[config.mk]
export PLATFORM = sky130hd
export DESIGN_NAME = status_enable_and_message_queues
export DESIGN_NICKNAME = d
export VERILOG_FILES = /design/src/status_queues_pkg.sv /design/src/status_enable_and_message_queues.sv
export SDC_FILE = /design/constraint.sdc
export NUM_CORES = 2
export LEC_CHECK = 0
export BUFFER_PORTS_ARGS = -buffer_cell sky130_fd_sc_hd__buf_2
export CAP_MARGIN = 0
export CORE_MARGIN = 1.5
export CORE_UTILIZATION = 25
export CTS_CLUSTER_SIZE = 10
export DETAILED_ROUTE_END_ITERATION = 8
export PLACE_DENSITY = 0.42
export SLEW_MARGIN = 20
export SYNTH_ARGS = -nofsm -noshare
export SYNTH_HDL_FRONTEND = slang
export SYNTH_SLANG_ARGS = --single-unit
export TNS_END_PERCENT = 1
[constraint.sdc]
create_clock -name clk_i -period 48.8 [get_ports clk_i]
set_clock_uncertainty 0.05 [all_clocks]
set_input_delay 9.76 -clock clk_i [delete_from_list [all_inputs] [get_ports clk_i]]
set_output_delay 9.76 -clock clk_i [all_outputs]
set_load 0.02 [all_outputs]
[src/status_queues_pkg.sv]
// Constants and types shared by the status enable and message queue block.
`default_nettype none

package status_queues_pkg;

  // ==========================================================================
  // Bus and mask widths
  // ==========================================================================
  localparam int unsigned DATA_W = 32;   // Register data width.
  localparam int unsigned ADDR_W = 4;    // Register word index width.
  localparam int unsigned MASK_W = 16;   // Enable and event register width.
  localparam int unsigned NUM_SETS = 4;  // Standard, operation, meas, quest.

  // ==========================================================================
  // Register word indexes
  // ==========================================================================
  localparam logic [3:0] ADDR_EN_BASE = 4'h0;   // Enables at 0..3.
  localparam logic [3:0] ADDR_EVT_BASE = 4'h4;  // Events at 4..7.
  localparam logic [3:0] ADDR_RESP = 4'h8;      // Response queue head.
  localparam logic [3:0] ADDR_ERR_NEXT = 4'h9;  // Oldest error, code + text.
  localparam logic [3:0] ADDR_ERR_CODE = 4'ha;  // Oldest error, code only.
  localparam logic [3:0] ADDR_ERR_COUNT = 4'hb; // Entries in error queue.
  localparam logic [3:0] ADDR_CMD = 4'hc;       // Command strobes.
  localparam logic [3:0] ADDR_RANGE = 4'hd;     // Code range for filter.
  localparam logic [3:0] ADDR_STATUS = 4'he;    // Block state.

  // ==========================================================================
  // Reset values
  // ==========================================================================
  localparam logic [15:0] ENABLE_RST = 16'h0000;
  localparam logic [15:0] EVENT_RST = 16'h0000;

  // ==========================================================================
  // Command register bit positions
  // ==========================================================================
  localparam int unsigned CMD_CLS = 0;        // Clear status.
  localparam int unsigned CMD_PRESET = 1;     // Status preset.
  localparam int unsigned CMD_QCLEAR = 2;     // Clear error queue.
  localparam int unsigned CMD_FEMPTY = 3;     // Block every code.
  localparam int unsigned CMD_FADD = 4;       // Admit the range.
  localparam int unsigned CMD_FDEL = 5;       // Remove the range.
  localparam int unsigned CMD_ENQUERY = 6;    // Queue an enable value.
  localparam int unsigned CMD_QSEL_LSB = 8;   // Two-bit set select.

  // ==========================================================================
  // Range register and status register fields
  // ==========================================================================
  localparam int unsigned RANGE_LO_LSB = 0;
  localparam int unsigned RANGE_HI_LSB = 16;
  localparam int unsigned ST_MAV = 0;
  localparam int unsigned ST_EAV = 1;
  localparam int unsigned ST_BUSY = 2;
  localparam int unsigned ST_RFULL = 3;
  localparam int unsigned ST_ECNT_LSB = 4;
  localparam int unsigned ST_RCNT_LSB = 8;
  localparam int unsigned ST_SUM_LSB = 16;

  // ==========================================================================
  // Response queue
  // ==========================================================================
  localparam int unsigned RESP_DEPTH = 16;
  localparam int unsigned RESP_PTR_W = 4;
  localparam int unsigned RESP_CNT_W = 5;
  localparam logic [4:0] RESP_FULL_CNT = 5'h10;

  // ==========================================================================
  // Error queue
  // ==========================================================================
  localparam int unsigned ERRQ_DEPTH = 10;
  localparam int unsigned ERRQ_PTR_W = 4;
  localparam logic [3:0] ERRQ_FULL_CNT = 4'ha;
  localparam logic [3:0] ERRQ_LAST_CNT = 4'h9;
  localparam logic [3:0] ERRQ_LAST_PTR = 4'h9;
  localparam int unsigned CODE_W = 10;
  localparam int unsigned TEXT_W = 8;
  localparam logic signed [9:0] OVERFLOW_CODE = 10'sd350;
  localparam logic signed [9:0] NO_ERROR_CODE = 10'sd0;
  localparam logic [7:0] OVERFLOW_TEXT = 8'h01;
  localparam logic [7:0] NO_ERROR_TEXT = 8'h00;

  // ==========================================================================
  // Code filter
  // ==========================================================================
  localparam int unsigned FILTER_BITS = 1024;
  localparam int unsigned CODE_BIAS = 512;
  localparam int unsigned STATUS_MIN_CODE = 100;  // Codes from here up.
  localparam logic [1023:0] FILTER_RST =
    {1024{1'b1}} >> (FILTER_BITS - CODE_BIAS - STATUS_MIN_CODE);

  // Filter walker states.
  typedef enum logic [0:0] {
    WALK_IDLE = 1'b0,
    WALK_RUN = 1'b1
  } walk_state_t;

endpackage : status_queues_pkg

`default_nettype wire

[src/status_enable_and_message_queues.sv]
// Status enables, event latches, response queue and filtered error queue.
//
// Operation
// - Summary bit is OR of event AND enable.
// - Writing zero to an enable clears mask.
// - Enable values are full sixteen-bit range.
// - Reset and preset clear enables; CLS doesn't.
// - Enable query returns mask, mask unchanged.
// - Query replies go into response FIFO.
// - Writing response queue sets message available.
// - Reading pops reply; empty clears message available.
// - Enabled error entry sets error available.
// - Empty error queue clears error available.
// - Error queue holds ten code/text entries.
// - Single read returns oldest, then removes it.
// - Filling queue stores overflow code 350 last.
// - Empty after reset; empty read returns zero.
// - Codes signed: negative standard, positive vendor.
// - Reset admits errors, blocks status; commands don't.
// - Enable list admits listed codes, blocks others.
// - Disable list removes listed codes only.
// - Single codes and ranges decoded, one per command.
// - Empty enable list blocks every code.
// - Count and code-only queries supported.
// - Queue clear and CLS empty; preset doesn't.
// - Event bits latch until read or CLS.
//
// The placing of the registers and the address-and-strobe port were decided locally.
`timescale 1ns/1ps
`default_nettype none

module status_enable_and_message_queues (
  input wire logic clk_i,
  input wire logic rst_i,
  input wire logic [3:0] addr_i,
  input wire logic [31:0] wdata_i,
  input wire logic wr_i,
  input wire logic rd_i,
  output logic [31:0] rdata_o,
  input wire logic [3:0][15:0] event_set_i,
  input wire logic resp_push_i,
  input wire logic [15:0] resp_data_i,
  output logic resp_full_o,
  input wire logic err_push_i,
  input wire logic [9:0] err_code_i,
  input wire logic [7:0] err_text_i,
  output logic [3:0] summary_o,
  output logic message_available_flag_o,
  output logic error_available_flag_o
);

  // ==========================================================================
  // Helpers
  // ==========================================================================
  // Map a signed code onto a bitmap index by flipping the sign bit.
  function automatic logic [9:0] code_index(input logic [9:0] code);
    return {~code[9], code[8:0]};
  endfunction : code_index

  // Advance an error queue pointer, wrapping after the last slot.
  function automatic logic [3:0] errq_next(input logic [3:0] ptr);
    return (ptr == status_queues_pkg::ERRQ_LAST_PTR) ? 4'h0 : ptr + 4'h1;
  endfunction : errq_next

  // ==========================================================================
  // Command decode
  // ==========================================================================
  logic cmd_wr; // A write to the command register this cycle.
  logic cmd_cls; // Clear status strobe.
  logic cmd_preset; // Status preset strobe.
  logic cmd_qclear; // Error queue clear strobe.
  logic cmd_fempty; // Filter blank strobe.
  logic cmd_fadd; // Filter admit-range strobe.
  logic cmd_fdel; // Filter remove-range strobe.
  logic cmd_query; // Enable query strobe.

  assign cmd_wr = wr_i && (addr_i == status_queues_pkg::ADDR_CMD);
  assign cmd_cls = cmd_wr && wdata_i[status_queues_pkg::CMD_CLS];
  assign cmd_preset = cmd_wr && wdata_i[status_queues_pkg::CMD_PRESET];
  assign cmd_qclear = cmd_wr && wdata_i[status_queues_pkg::CMD_QCLEAR];
  assign cmd_fempty = cmd_wr && wdata_i[status_queues_pkg::CMD_FEMPTY];
  assign cmd_fadd = cmd_wr && wdata_i[status_queues_pkg::CMD_FADD];
  assign cmd_fdel = cmd_wr && wdata_i[status_queues_pkg::CMD_FDEL];
  assign cmd_query = cmd_wr && wdata_i[status_queues_pkg::CMD_ENQUERY];

  // ==========================================================================
  // Enable masks, event latches and summaries
  // ==========================================================================
  logic [3:0][15:0] en_r, en_nxt; // Enable masks, one per set.
  logic [3:0][15:0] ev_r, ev_nxt; // Latched event bits.
  logic [3:0] summary_r, summary_nxt; // Registered summary outputs.

  // Masks load from the bus, events latch; a set in the clear cycle wins.
  always_comb begin
    en_nxt = en_r;
    ev_nxt = ev_r;
    summary_nxt = '0;
    for (int k = 0; k < 4; k++) begin
      // Any 16-bit value is taken as is, zero included.
      if (wr_i && addr_i[3:2] == status_queues_pkg::ADDR_EN_BASE[3:2] &&
          addr_i[1:0] == 2'(k)) begin
        en_nxt[k] = wdata_i[15:0];
      end
      // Preset clears the masks; clear-status leaves them alone.
      if (cmd_preset) begin
        en_nxt[k] = status_queues_pkg::ENABLE_RST;
      end
      // Reading a set's event register, or clear-status, empties it.
      if ((rd_i && addr_i[3:2] == status_queues_pkg::ADDR_EVT_BASE[3:2] &&
           addr_i[1:0] == 2'(k)) || cmd_cls) begin
        ev_nxt[k] = status_queues_pkg::EVENT_RST;
      end
      ev_nxt[k] = ev_nxt[k] | event_set_i[k];
      summary_nxt[k] = |(ev_r[k] & en_r[k]);
    end
  end

  // Registers for the mask group.
  always_ff @(posedge clk_i or posedge rst_i) begin
    if (rst_i) begin
      en_r <= {4{status_queues_pkg::ENABLE_RST}};
      ev_r <= {4{status_queues_pkg::EVENT_RST}};
      summary_r <= '0;
    end else begin
      en_r <= en_nxt;
      ev_r <= ev_nxt;
      summary_r <= summary_nxt;
    end
  end

  // ==========================================================================
  // Response queue
  // ==========================================================================
  logic [15:0] resp_mem [status_queues_pkg::RESP_DEPTH]; // Reply storage.
  logic [3:0] resp_wptr_r, resp_wptr_nxt; // Write pointer.
  logic [3:0] resp_rptr_r, resp_rptr_nxt; // Read pointer.
  logic [4:0] resp_cnt_r, resp_cnt_nxt; // Entries held.
  logic mav_r, mav_nxt; // Message available flag.
  logic rfull_r, rfull_nxt; // Queue full, told to the parser.
  logic qpend_r, qpend_nxt; // Enable query waiting for a free slot.
  logic [1:0] qsel_r, qsel_nxt; // Which mask the query asked for.
  logic resp_we; // Write a reply this cycle.
  logic [15:0] resp_wdata; // Reply being written.
  logic resp_pop; // Host took the head reply.

  // The parser owns the write port; a pending enable query slips in on the
  // first cycle the parser is quiet and a slot is free, so neither reply is lost.
  always_comb begin
    qpend_nxt = qpend_r;
    qsel_nxt = qsel_r;
    resp_we = 1'b0;
    resp_wdata = resp_data_i;
    resp_pop = rd_i && (addr_i == status_queues_pkg::ADDR_RESP) &&
               (resp_cnt_r != 5'h00);
    if (resp_push_i) begin
      resp_we = (!rfull_r) || resp_pop;
    end else if (qpend_r) begin
      resp_wdata = en_r[qsel_r];
      resp_we = (!rfull_r) || resp_pop;
      qpend_nxt = !resp_we;
    end
    if (cmd_query) begin
      qpend_nxt = 1'b1;
      qsel_nxt = wdata_i[status_queues_pkg::CMD_QSEL_LSB +: 2];
    end
    resp_wptr_nxt = resp_we ? resp_wptr_r + 4'h1 : resp_wptr_r;
    resp_rptr_nxt = resp_pop ? resp_rptr_r + 4'h1 : resp_rptr_r;
    resp_cnt_nxt = resp_cnt_r + {4'h0, resp_we} - {4'h0, resp_pop};
    // The flag follows the count, so a write in a popping cycle keeps it.
    mav_nxt = (resp_cnt_nxt != 5'h00);
    rfull_nxt = (resp_cnt_nxt == status_queues_pkg::RESP_FULL_CNT);
  end

  // Registers for the response queue.
  always_ff @(posedge clk_i or posedge rst_i) begin
    if (rst_i) begin
      resp_wptr_r <= '0;
      resp_rptr_r <= '0;
      resp_cnt_r <= '0;
      mav_r <= 1'b0;
      rfull_r <= 1'b0;
      qpend_r <= 1'b0;
      qsel_r <= '0;
    end else begin
      resp_wptr_r <= resp_wptr_nxt;
      resp_rptr_r <= resp_rptr_nxt;
      resp_cnt_r <= resp_cnt_nxt;
      mav_r <= mav_nxt;
      rfull_r <= rfull_nxt;
      qpend_r <= qpend_nxt;
      qsel_r <= qsel_nxt;
    end
  end

  // Reply storage has no reset; the pointers say what is valid.
  always_ff @(posedge clk_i) begin
    if (resp_we) begin
      resp_mem[resp_wptr_r] <= resp_wdata;
    end
  end

  // ==========================================================================
  // Code filter walker
  // ==========================================================================
  logic [1023:0] filt_r, filt_nxt; // One admit bit per signed code.
  status_queues_pkg::walk_state_t wstate_r, wstate_nxt; // Walker state.
  logic signed [9:0] wcode_r, wcode_nxt; // Code being written.
  logic signed [9:0] wend_r, wend_nxt; // Last code of the range.
  logic wval_r, wval_nxt; // Admit (1) or remove (0).
  logic [31:0] range_r, range_nxt; // Range bounds from software.
  logic signed [9:0] rlo; // Lower bound as written.
  logic signed [9:0] rhi; // Upper bound as written.

  assign rlo = range_r[status_queues_pkg::RANGE_LO_LSB +: 10];
  assign rhi = range_r[status_queues_pkg::RANGE_HI_LSB +: 10];

  // A range is written one code per clock; this trades up to 1024 cycles
  // per range for a single write port on the bitmap.
  always_comb begin
    filt_nxt = filt_r;
    wstate_nxt = wstate_r;
    wcode_nxt = wcode_r;
    wend_nxt = wend_r;
    wval_nxt = wval_r;
    range_nxt = range_r;
    if (wr_i && addr_i == status_queues_pkg::ADDR_RANGE) begin
      range_nxt = wdata_i;
    end
    // An enable list starts from nothing, so an empty list blocks all.
    if (cmd_fempty) begin
      filt_nxt = '0;
    end
    case (wstate_r)
      status_queues_pkg::WALK_IDLE: begin
        // Bounds may come in either order, as in a descending range.
        if (cmd_fadd || cmd_fdel) begin
          wcode_nxt = (rlo < rhi) ? rlo : rhi;
          wend_nxt = (rlo < rhi) ? rhi : rlo;
          wval_nxt = cmd_fadd;
          wstate_nxt = status_queues_pkg::WALK_RUN;
        end
      end
      status_queues_pkg::WALK_RUN: begin
        // Only codes inside the range are touched.
        filt_nxt[code_index(wcode_r)] = wval_r;
        if (wcode_r == wend_r) begin
          wstate_nxt = status_queues_pkg::WALK_IDLE;
        end else begin
          wcode_nxt = wcode_r + 10'sd1;
        end
      end
      default: begin
        wstate_nxt = status_queues_pkg::WALK_IDLE;
      end
    endcase
  end

  // Registers for the filter; neither clear-status nor preset reach it.
  always_ff @(posedge clk_i or posedge rst_i) begin
    if (rst_i) begin
      filt_r <= status_queues_pkg::FILTER_RST;
      wstate_r <= status_queues_pkg::WALK_IDLE;
      wcode_r <= '0;
      wend_r <= '0;
      wval_r <= 1'b0;
      range_r <= '0;
    end else begin
      filt_r <= filt_nxt;
      wstate_r <= wstate_nxt;
      wcode_r <= wcode_nxt;
      wend_r <= wend_nxt;
      wval_r <= wval_nxt;
      range_r <= range_nxt;
    end
  end

  // ==========================================================================
  // Error queue
  // ==========================================================================
  logic [9:0] ecode_mem [status_queues_pkg::ERRQ_DEPTH]; // Signed codes.
  logic [7:0] etext_mem [status_queues_pkg::ERRQ_DEPTH]; // Text handles.
  logic [3:0] ehead_r, ehead_nxt; // Oldest entry.
  logic [3:0] etail_r, etail_nxt; // Next free slot.
  logic [3:0] ecnt_r, ecnt_nxt; // Entries held, 0 to 10.
  logic eav_r, eav_nxt; // Error available flag.
  logic admit; // Incoming code passes the filter.
  logic epop; // Host read of the oldest entry.
  logic eclr; // Queue empties this cycle.
  logic [3:0] eff_cnt; // Count once this cycle's pop is taken.
  logic ewe; // Store an entry this cycle.
  logic [3:0] ewaddr; // Where it goes.
  logic [9:0] ewcode; // Code stored.
  logic [7:0] ewtext; // Text stored.

  // Pop, clear and push all resolve here so the flag sees the final count.
  always_comb begin
    admit = err_push_i && filt_r[code_index(err_code_i)];
    epop = rd_i && (ecnt_r != 4'h0) &&
           (addr_i == status_queues_pkg::ADDR_ERR_NEXT ||
            addr_i == status_queues_pkg::ADDR_ERR_CODE);
    eclr = cmd_cls || cmd_qclear;
    eff_cnt = ecnt_r - {3'h0, epop};
    ewcode = err_code_i;
    ewtext = err_text_i;
    ewe = 1'b0;
    ewaddr = etail_r;
    ehead_nxt = epop ? errq_next(ehead_r) : ehead_r;
    etail_nxt = etail_r;
    ecnt_nxt = eff_cnt;
    if (eclr) begin
      // A message arriving with the clear survives as the only entry.
      ehead_nxt = 4'h0;
      ewaddr = 4'h0;
      ewe = admit;
      etail_nxt = admit ? 4'h1 : 4'h0;
      ecnt_nxt = admit ? 4'h1 : 4'h0;
    end else if (admit && ecnt_r != status_queues_pkg::ERRQ_FULL_CNT) begin
      // A full queue drops input until a read frees a slot.
      ewe = 1'b1;
      if (eff_cnt == status_queues_pkg::ERRQ_LAST_CNT) begin
        ewcode = status_queues_pkg::OVERFLOW_CODE;
        ewtext = status_queues_pkg::OVERFLOW_TEXT;
      end
      etail_nxt = errq_next(etail_r);
      ecnt_nxt = eff_cnt + 4'h1;
    end
    eav_nxt = (ecnt_nxt != 4'h0);
  end

  // Registers for the error queue; preset does not touch them.
  always_ff @(posedge clk_i or posedge rst_i) begin
    if (rst_i) begin
      ehead_r <= '0;
      etail_r <= '0;
      ecnt_r <= '0;
      eav_r <= 1'b0;
    end else begin
      ehead_r <= ehead_nxt;
      etail_r <= etail_nxt;
      ecnt_r <= ecnt_nxt;
      eav_r <= eav_nxt;
    end
  end

  // Entry storage has no reset; the count says what is valid.
  always_ff @(posedge clk_i) begin
    if (ewe) begin
      ecode_mem[ewaddr] <= ewcode;
      etext_mem[ewaddr] <= ewtext;
    end
  end

  // ==========================================================================
  // Read data path
  // ==========================================================================
  logic [31:0] rdata_r, rdata_nxt; // Read data, valid one cycle after rd_i.
  logic [9:0] head_code; // Oldest code, or the no-error code.
  logic [7:0] head_text; // Oldest text, or the no-error text.

  // Read data are formed from the state before this cycle's pops.
  always_comb begin
    head_code = status_queues_pkg::NO_ERROR_CODE;
    head_text = status_queues_pkg::NO_ERROR_TEXT;
    if (ecnt_r != 4'h0) begin
      head_code = ecode_mem[ehead_r];
      head_text = etext_mem[ehead_r];
    end
    rdata_nxt = '0;
    if (rd_i) begin
      case (addr_i)
        status_queues_pkg::ADDR_RESP: begin
          if (resp_cnt_r != 5'h00) begin
            rdata_nxt = {16'h0000, resp_mem[resp_rptr_r]};
          end
        end
        status_queues_pkg::ADDR_ERR_NEXT: begin
          rdata_nxt = {8'h00, head_text, {6{head_code[9]}}, head_code};
        end
        status_queues_pkg::ADDR_ERR_CODE: begin
          rdata_nxt = {16'h0000, {6{head_code[9]}}, head_code};
        end
        status_queues_pkg::ADDR_ERR_COUNT: begin
          rdata_nxt = {28'h0000000, ecnt_r};
        end
        status_queues_pkg::ADDR_RANGE: begin
          rdata_nxt = range_r;
        end
        status_queues_pkg::ADDR_STATUS: begin
          rdata_nxt[status_queues_pkg::ST_MAV] = mav_r;
          rdata_nxt[status_queues_pkg::ST_EAV] = eav_r;
          rdata_nxt[status_queues_pkg::ST_BUSY] =
            (wstate_r == status_queues_pkg::WALK_RUN);
          rdata_nxt[status_queues_pkg::ST_RFULL] = rfull_r;
          rdata_nxt[status_queues_pkg::ST_ECNT_LSB +: 4] = ecnt_r;
          rdata_nxt[status_queues_pkg::ST_RCNT_LSB +: 5] = resp_cnt_r;
          rdata_nxt[status_queues_pkg::ST_SUM_LSB +: 4] = summary_r;
        end
        default: begin
          // Enables answer in place; events read then clear above.
          if (addr_i[3:2] == status_queues_pkg::ADDR_EN_BASE[3:2]) begin
            rdata_nxt = {16'h0000, en_r[addr_i[1:0]]};
          end else if (addr_i[3:2] ==
                       status_queues_pkg::ADDR_EVT_BASE[3:2]) begin
            rdata_nxt = {16'h0000, ev_r[addr_i[1:0]]};
          end
        end
      endcase
    end
  end

  // Read data register; it holds zero in the cycle after one with no read.
  always_ff @(posedge clk_i or posedge rst_i) begin
    if (rst_i) begin
      rdata_r <= '0;
    end else begin
      rdata_r <= rdata_nxt;
    end
  end

  // ==========================================================================
  // Outputs
  // ==========================================================================
  assign rdata_o = rdata_r;
  assign resp_full_o = rfull_r;
  assign summary_o = summary_r;
  assign message_available_flag_o = mav_r;
  assign error_available_flag_o = eav_r;

endmodule : status_enable_and_message_queues

`default_nettype wire

==> Yosys cells after proc, flatten, opt, wreduce, memory -nomap -nowiden <==
Memories as Yosys holds them, arrays and structs flattened.
Index checks and enable logic that the tools add are counted.
{ "word_totals": {"n_memories": 3, "inputBits": 140, "regBits": 1273, "ram_bits": 436} }
{ "classes": {"n_eq_ne": 20, "bitwise": 11, "n_lt_le_gt_ge": 6, "add_sub_neg": 9, "reduce_logical": 58, "muxes": 72} }
{ "mem_list": {"columns": ["memory", "depth", "width", "read_ports", "rd_ports_with_merged_regs", "write_ports", "line_no", "source"], "rows": [
  ["resp_mem", 16, 16, 1, 0, 1, "status_enable_and_message_queues.sv:134", "logic [15:0] resp_mem [status_queues_pkg::RESP_DEPTH];"],
  ["ecode_mem", 10, 10, 1, 0, 1, "status_enable_and_message_queues.sv:280", "logic [9:0] ecode_mem [status_queues_pkg::ERRQ_DEPTH];"],
  ["etext_mem", 10, 8, 1, 0, 1, "status_enable_and_message_queues.sv:281", "logic [7:0] etext_mem [status_queues_pkg::ERRQ_DEPTH];"]
]} }
{ "op_table": {"columns": ["operator", "count"], "rows": [
  ["$mux 1024", 2],
  ["$bwmux 1024", 1],
  ["$mux 16", 19],
  ["$bmux 16 s2", 3],
  ["$mux 10", 8],
  ["$pmux 13 s5", 1],
  ["$and 16x16->16", 4],
  ["$mux 32", 2],
  ["$or 16x16->16", 4],
  ["$reduce_or 16->1", 4],
  ["$pmux 12 s4", 1],
  ["$eq 4x4->1 const B", 10],
  ["$mux 4", 9],
  ["$mux 8", 4],
  ["$logic_and 1x1->1", 26],
  ["$lt 10x11->1 const B", 2],
  ["$add 4x1->4 const B", 5],
  ["$pmux 10 s2", 1],
  ["$pmux 4 s5", 1],
  ["$mux 1", 16],
  ["$pmux 3 s4", 1],
  ["$reduce_bool 2->1", 6],
  ["$add 10x2->10 const B", 1],
  ["$bmux 1 s10", 1],
  ["24 further kinds", 44]
]} }

==> Logic depth before layout (Yosys ltp) <==
{ "logic_depth": {"word_depth": 9, "mapped_depth": 18, "depth_no_buf": 18} }

==> Worst setup path before layout <==
Ideal clock, no wire load.
{ "synth_timing": {"path_kind": "input port to flip-flop", "startpoint": "in err_code_i[0]", "endpoint": "mem ecode_mem[1][0] (enable)", "arrival_time_ps": 13689, "stages": 12, "n_path_buf": 3, "setup_slack_ps": 34616, "setup_ps": 446, "cell_sequence": "buf_6 or3b_1 buf_2 buf_6 o22ai_1 a211oi_1 a22o_1 nor4_1 nor4_1 o22ai_2 nand3_2 nor4b_1"} }
{ "synth_via": {"elab_chain_cells": 8} }
{ "synth_lines": {"columns": ["element", "line_no", "source"], "rows": [
  ["start: declaration", "status_enable_and_message_queues.sv:45", "input wire logic [9:0] err_code_i,"],
  ["$bmux 1 s10 (*)", "status_enable_and_message_queues.sv:297", "admit = err_push_i && filt_r[code_index(err_code_i)];"],
  ["$mux 1 (implied by the code) (*)", "status_enable_and_message_queues.sv:297", null],
  ["$logic_and 1x1->1 (*)", "status_enable_and_message_queues.sv:297", null],
  ["$logic_and 1x1->1", "status_enable_and_message_queues.sv:317", "end else if (admit && ecnt_r != status_queues_pkg::ERRQ_FULL_CNT) begin"],
  ["$mux 1", "status_enable_and_message_queues.sv:317", null],
  ["$mux 1 (*)", "status_enable_and_message_queues.sv:310", "if (eclr) begin"],
  ["$mux 1 (*)", "status_enable_and_message_queues.sv:347", "if (ewe) begin"],
  ["$mux 1 (implied by the code) (*)", "status_enable_and_message_queues.sv:348", "ecode_mem[ewaddr] <= ewcode;"],
  ["end: declaration", "status_enable_and_message_queues.sv:280", null]
]} }
Mark *: on every way between the ends. The rest lies on a longest branch, timed or not. The select of a mux whose other input is x is not followed.

==> Final worst setup path <==
{ "layout_timing": {"startpoint": "in err_code_i[0]", "endpoint": "mem etext_mem[8][4], data pin"} }
{ "layout_via": {"elab_chain_cells": 6} }
{ "layout_lines": {"columns": ["element", "line_no", "source"], "rows": [
  ["$bmux 1 s10", "status_enable_and_message_queues.sv:297", null],
  ["$mux 1 (implied by the code)", "status_enable_and_message_queues.sv:297", null],
  ["$logic_and 1x1->1", "status_enable_and_message_queues.sv:297", null],
  ["$logic_and 1x1->1", "status_enable_and_message_queues.sv:317", null],
  ["$mux 8", "status_enable_and_message_queues.sv:317", null],
  ["$mux 8", "status_enable_and_message_queues.sv:310", null],
  ["net ewtext[4]", "status_enable_and_message_queues.sv:293", "logic [7:0] ewtext;"],
  ["end: declaration", "status_enable_and_message_queues.sv:281", null]
]} }
The timed path passes the listed nets, and every way through them passes these cells. The select of a mux whose other input is x is not followed.

==> results.md <==
* Synth area leader: dfrtp_1
* Setup slack after layout at 33020 ps
* Initial antenna violation count at 31
* Vias per cell at 5.54
* Placed Instances at 11600
* Routed met3 length at 29.1 mm
* Postcts setup bufs at 0
* GRT overflow at 0
* Fill cells at 34200
* Pwr/cell area at 52.1 mW/mm^2
* Outcome: complete, no violations
* Syn nets at 7752
* Leak at 34.9 nW
* Routed metal-1 wire length at 155 mm
* Final setup vio count at 0
* Met2 WL at 160 mm
* DP Worst Slack at 31980 ps
* Worst-path cell chain: buf_8 > buf_4 > buf_4 > mux4_2 > nor3_1 > nor4_1 > nand4_1 > nor4_2 > nor4_2 > o22ai_2 > nand3_2 > or3_1 > and2_1
* Synth Cell Area at 0.0842 mm^2
* HPWL Detailed at 191 mm
* Crit. Startpoint: err_code_i[0]
* Drt wl/cell at 29.8 um
* CTS Buffer Depth at 4
* Post-synthesis xor/xnor area fraction at 0.00239
* Post-synth ARST share at 0.745
* # IOs at 179
* RD Place Congestion at 0.819
* Register-to-register setup slack at 43380 ps
* Top Metal Used: met5
* Starting DRT DRC Count at 7813
* Post-synthesis mux area share at 0.126
* CP required at 49350 ps
* Post-synth EDFFs at 436
* Root Driver: clkbuf_16
* Die Y at 583 um
* FF+latch area at 0.0457 mm^2
* Area Growth Syn to Fin at 13.7%
* WP depth at 13
* Vias at 66300
* Synth Area in Simple Gates at 0.156
* Syn avg cell area at 11.1 um^2
* Critical path's top delay family: simple AND/OR/NAND/NOR gates
* Reg2reg start: wval_r$_DFFE_PP0P_
* Clock Sinks at 1709
* Cts repair resizes at 0
* Number of iterations in the first detailed-routing pass at 8
* Synth Area in Compound Gates at 0.126
* Crit. End Element: flop
* Yosys cell types at 61
* Tightest Pin Transition at 1260 ps
* RSZ-0062 raised after global routing: false
* Startpoint types: input port
* Row cnt at 212
* H-tree Lvls at 4
* Maximum operating frequency at 63.4 MHz
* Clk slew on worst S/H paths at 50 ps
* Vias in the first global route at 65600
* Port buffer count at 178
* Critical path's slowest cell: or3_1
* Main combinational cell family by area after synthesis: simple AND/OR/NAND/NOR gates
* Most common cell in the netlist: nand2_1
* Max cap viols at 0
* Starting Density at 0.252
* Yosys warnings at 0
* TritonCTS Buffers at 207
* Clk_lat worst skew at 910 ps
* CTS tree: done
* Mapped Cells at 7579
* Design area at 0.0958 mm^2
* Total core area at 0.334 mm^2
* Sequential share of the synthesized area at 0.543
* Top_reg_cell synth: dfrtp_1
* Total GRT Usage at 0.204
* Commonest cells in the netlist: nand2_1, nand3_1, o211ai_1
* DIE WIDTH at 583 um
* Crit path max fanout at 51
* Share of cells above drive strength 1 at 0.244
* Setup TNS at 0 ps
* Fin cells at 12000
* Dpl cell area at 0.0894 mm^2
* Area contributors post-synth: dfrtp_1, dfstp_2, edfxtp_1, mux4_2, o211ai_1
* Critical path arrival at 16330 ps
* Final Max Tran Viols at 0
* Final net count at 7480
* Hold WC Path Type: flop to flop
* Reg-to-reg endpoint: filt_r[602]$_DFF_PP1_
* FF+latch count, synth at 1709
* Area occupied by multi-input gates at 0.0355 mm^2
* Yosys top cell area share at 0.196
* Max IR drop VDD at 0.0324 mV
* Slew headroom at 0.159
* DRC violations left at 0
* Final hold slack at 448 ps
* ANT nets after route at 0
* DIE AREA at 0.340 mm^2
* Critical Path End: etext_mem[8][4]$_DFFE_PP_
* Crit path largest cell delay at 850 ps
* Final period util at 0.323
* Number of hold buffers added after cts at 0
* Worst Reg-to-Reg Cells at 6
* First-pass GRT wire length at 508 mm
* Crit Path Class: input port to flop
* Largest net degree at the start of global routing at 213
* Buf/Inv on CP at 3
* Fin crit period at 15780 ps
* Total length of routed wires at 356 mm
* Final-report hold violation count at 0
* Synth Area in Adders at 0.00499
[power breakdown]
group / switching (mW) / internal [mW] / leakage (nW)
combinational: 0.837 / 0.505 / 13.6
sequential: 0.230 / 1.92 / 18.2
clock: 0.648 / 0.851 / 3.06
[per-stage QoR]
stage           util  total power [mW]
6_report       0.286              4.99
3_3_place_gp   0.267              3.47
5_1_grt        0.286              5.20
4_1_cts        0.286              5.01
3_5_place_dp   0.267              3.49
2_1_floorplan      -              2.95
[flip-flops by register name, indices dropped and copies added, names as in the netlist, 10 cells and up]
name,cells
filt_r,1024
resp_mem,256
ecode_mem,100
etext_mem,80
en_r,64
ev_r,64
range_r,32
rdata_o,32
wcode_r,10
wend_r,10
[placed cells by master, fill, tap and decap left out, types with 37 or more instances in the layout]
cell type | netlist | final
o211ai_1 | 994 | 994
dfrtp_1 | 661 | 655
mux2i_1 | 143 | 143
a211oi_1 | 53 | 53
a21o_1 | 71 | 71
and2_1 | 53 | 37
nor3_1 | 104 | 97
a21oi_1 | 110 | 110
mux4_2 | 380 | 380
buf_2 | 32 | 175
a22oi_1 | 55 | 55
buf_4 | 23 | 171
mux2_2 | 52 | 52
o21ai_0 | 43 | 43
nand3_1 | 1071 | 1069
edfxtp_1 | 436 | 436
clkbuf_1 | 712 | 101
nand2_1 | 1355 | 1308
nor2_1 | 118 | 81
nor2b_1 | 40 | 38
o22ai_1 | 42 | 42
clkbuf_16 | 0 | 208
dfstp_2 | 612 | 612
[how the worst min path moves through the flow]
stage | start | slack (ps) | cells past startpoint | end
final | range_r[26]$_DFFE_PP0P_ | 450 | 1 | range_r[26]$_DFFE_PP0P_
after global routing | filt_r[12]$_DFF_PP1_ | 460 | 2 | filt_r[12]$_DFF_PP1_
after CTS | filt_r[766]$_DFF_PP0_ | 450 | 2 | filt_r[766]$_DFF_PP0_
after detailed placement | filt_r[766]$_DFF_PP0_ | 430 | 2 | filt_r[766]$_DFF_PP0_
after global placement | filt_r[720]$_DFF_PP0_ | 430 | 2 | filt_r[720]$_DFF_PP0_
after floorplan | filt_r[732]$_DFF_PP0_ | 410 | 2 | filt_r[732]$_DFF_PP0_
[layer usage]
layer  global-route usage  up-vias
met1                0.287    34700
met4               0.0688       22
met2                0.311     3287
met3               0.0408      623
met5                    0        -
li1                     -    27600
[logic make-up (layout without fill, tap and decap cells)]
family,Yosys count,in the layout
XOR/XNOR,23,23
multiplexers,575,575
other,0,8
flip-flops,1709,1709
adder cells (fa/ha/maj),33,33
AND/OR/NAND/NOR,2905,2905
AO/OA/AOI/OAI,1457,1457
buffers and inverters,877,757
[worst register-to-register path, stage by stage (launching register included)]
cell and delay [ps]:
dfrtp_4 1080, buf_4 880, buf_4 1050, buf_4 960
buf_4 1000, nand3_1 270, nand2_1 110
[layout make-up]
cell class	instances	share of cell area
inverter	36	0.00149
sequential	1709	0.477
timing repair buffer	360	0.0253
clock inverter	18	0.00297
multi-input combinational	4993	0.371
tap	4494	0.0587
antenna	8	0.000209
clock buffer	343	0.0632
Note: power is estimated with default switching activity, not from simulation.
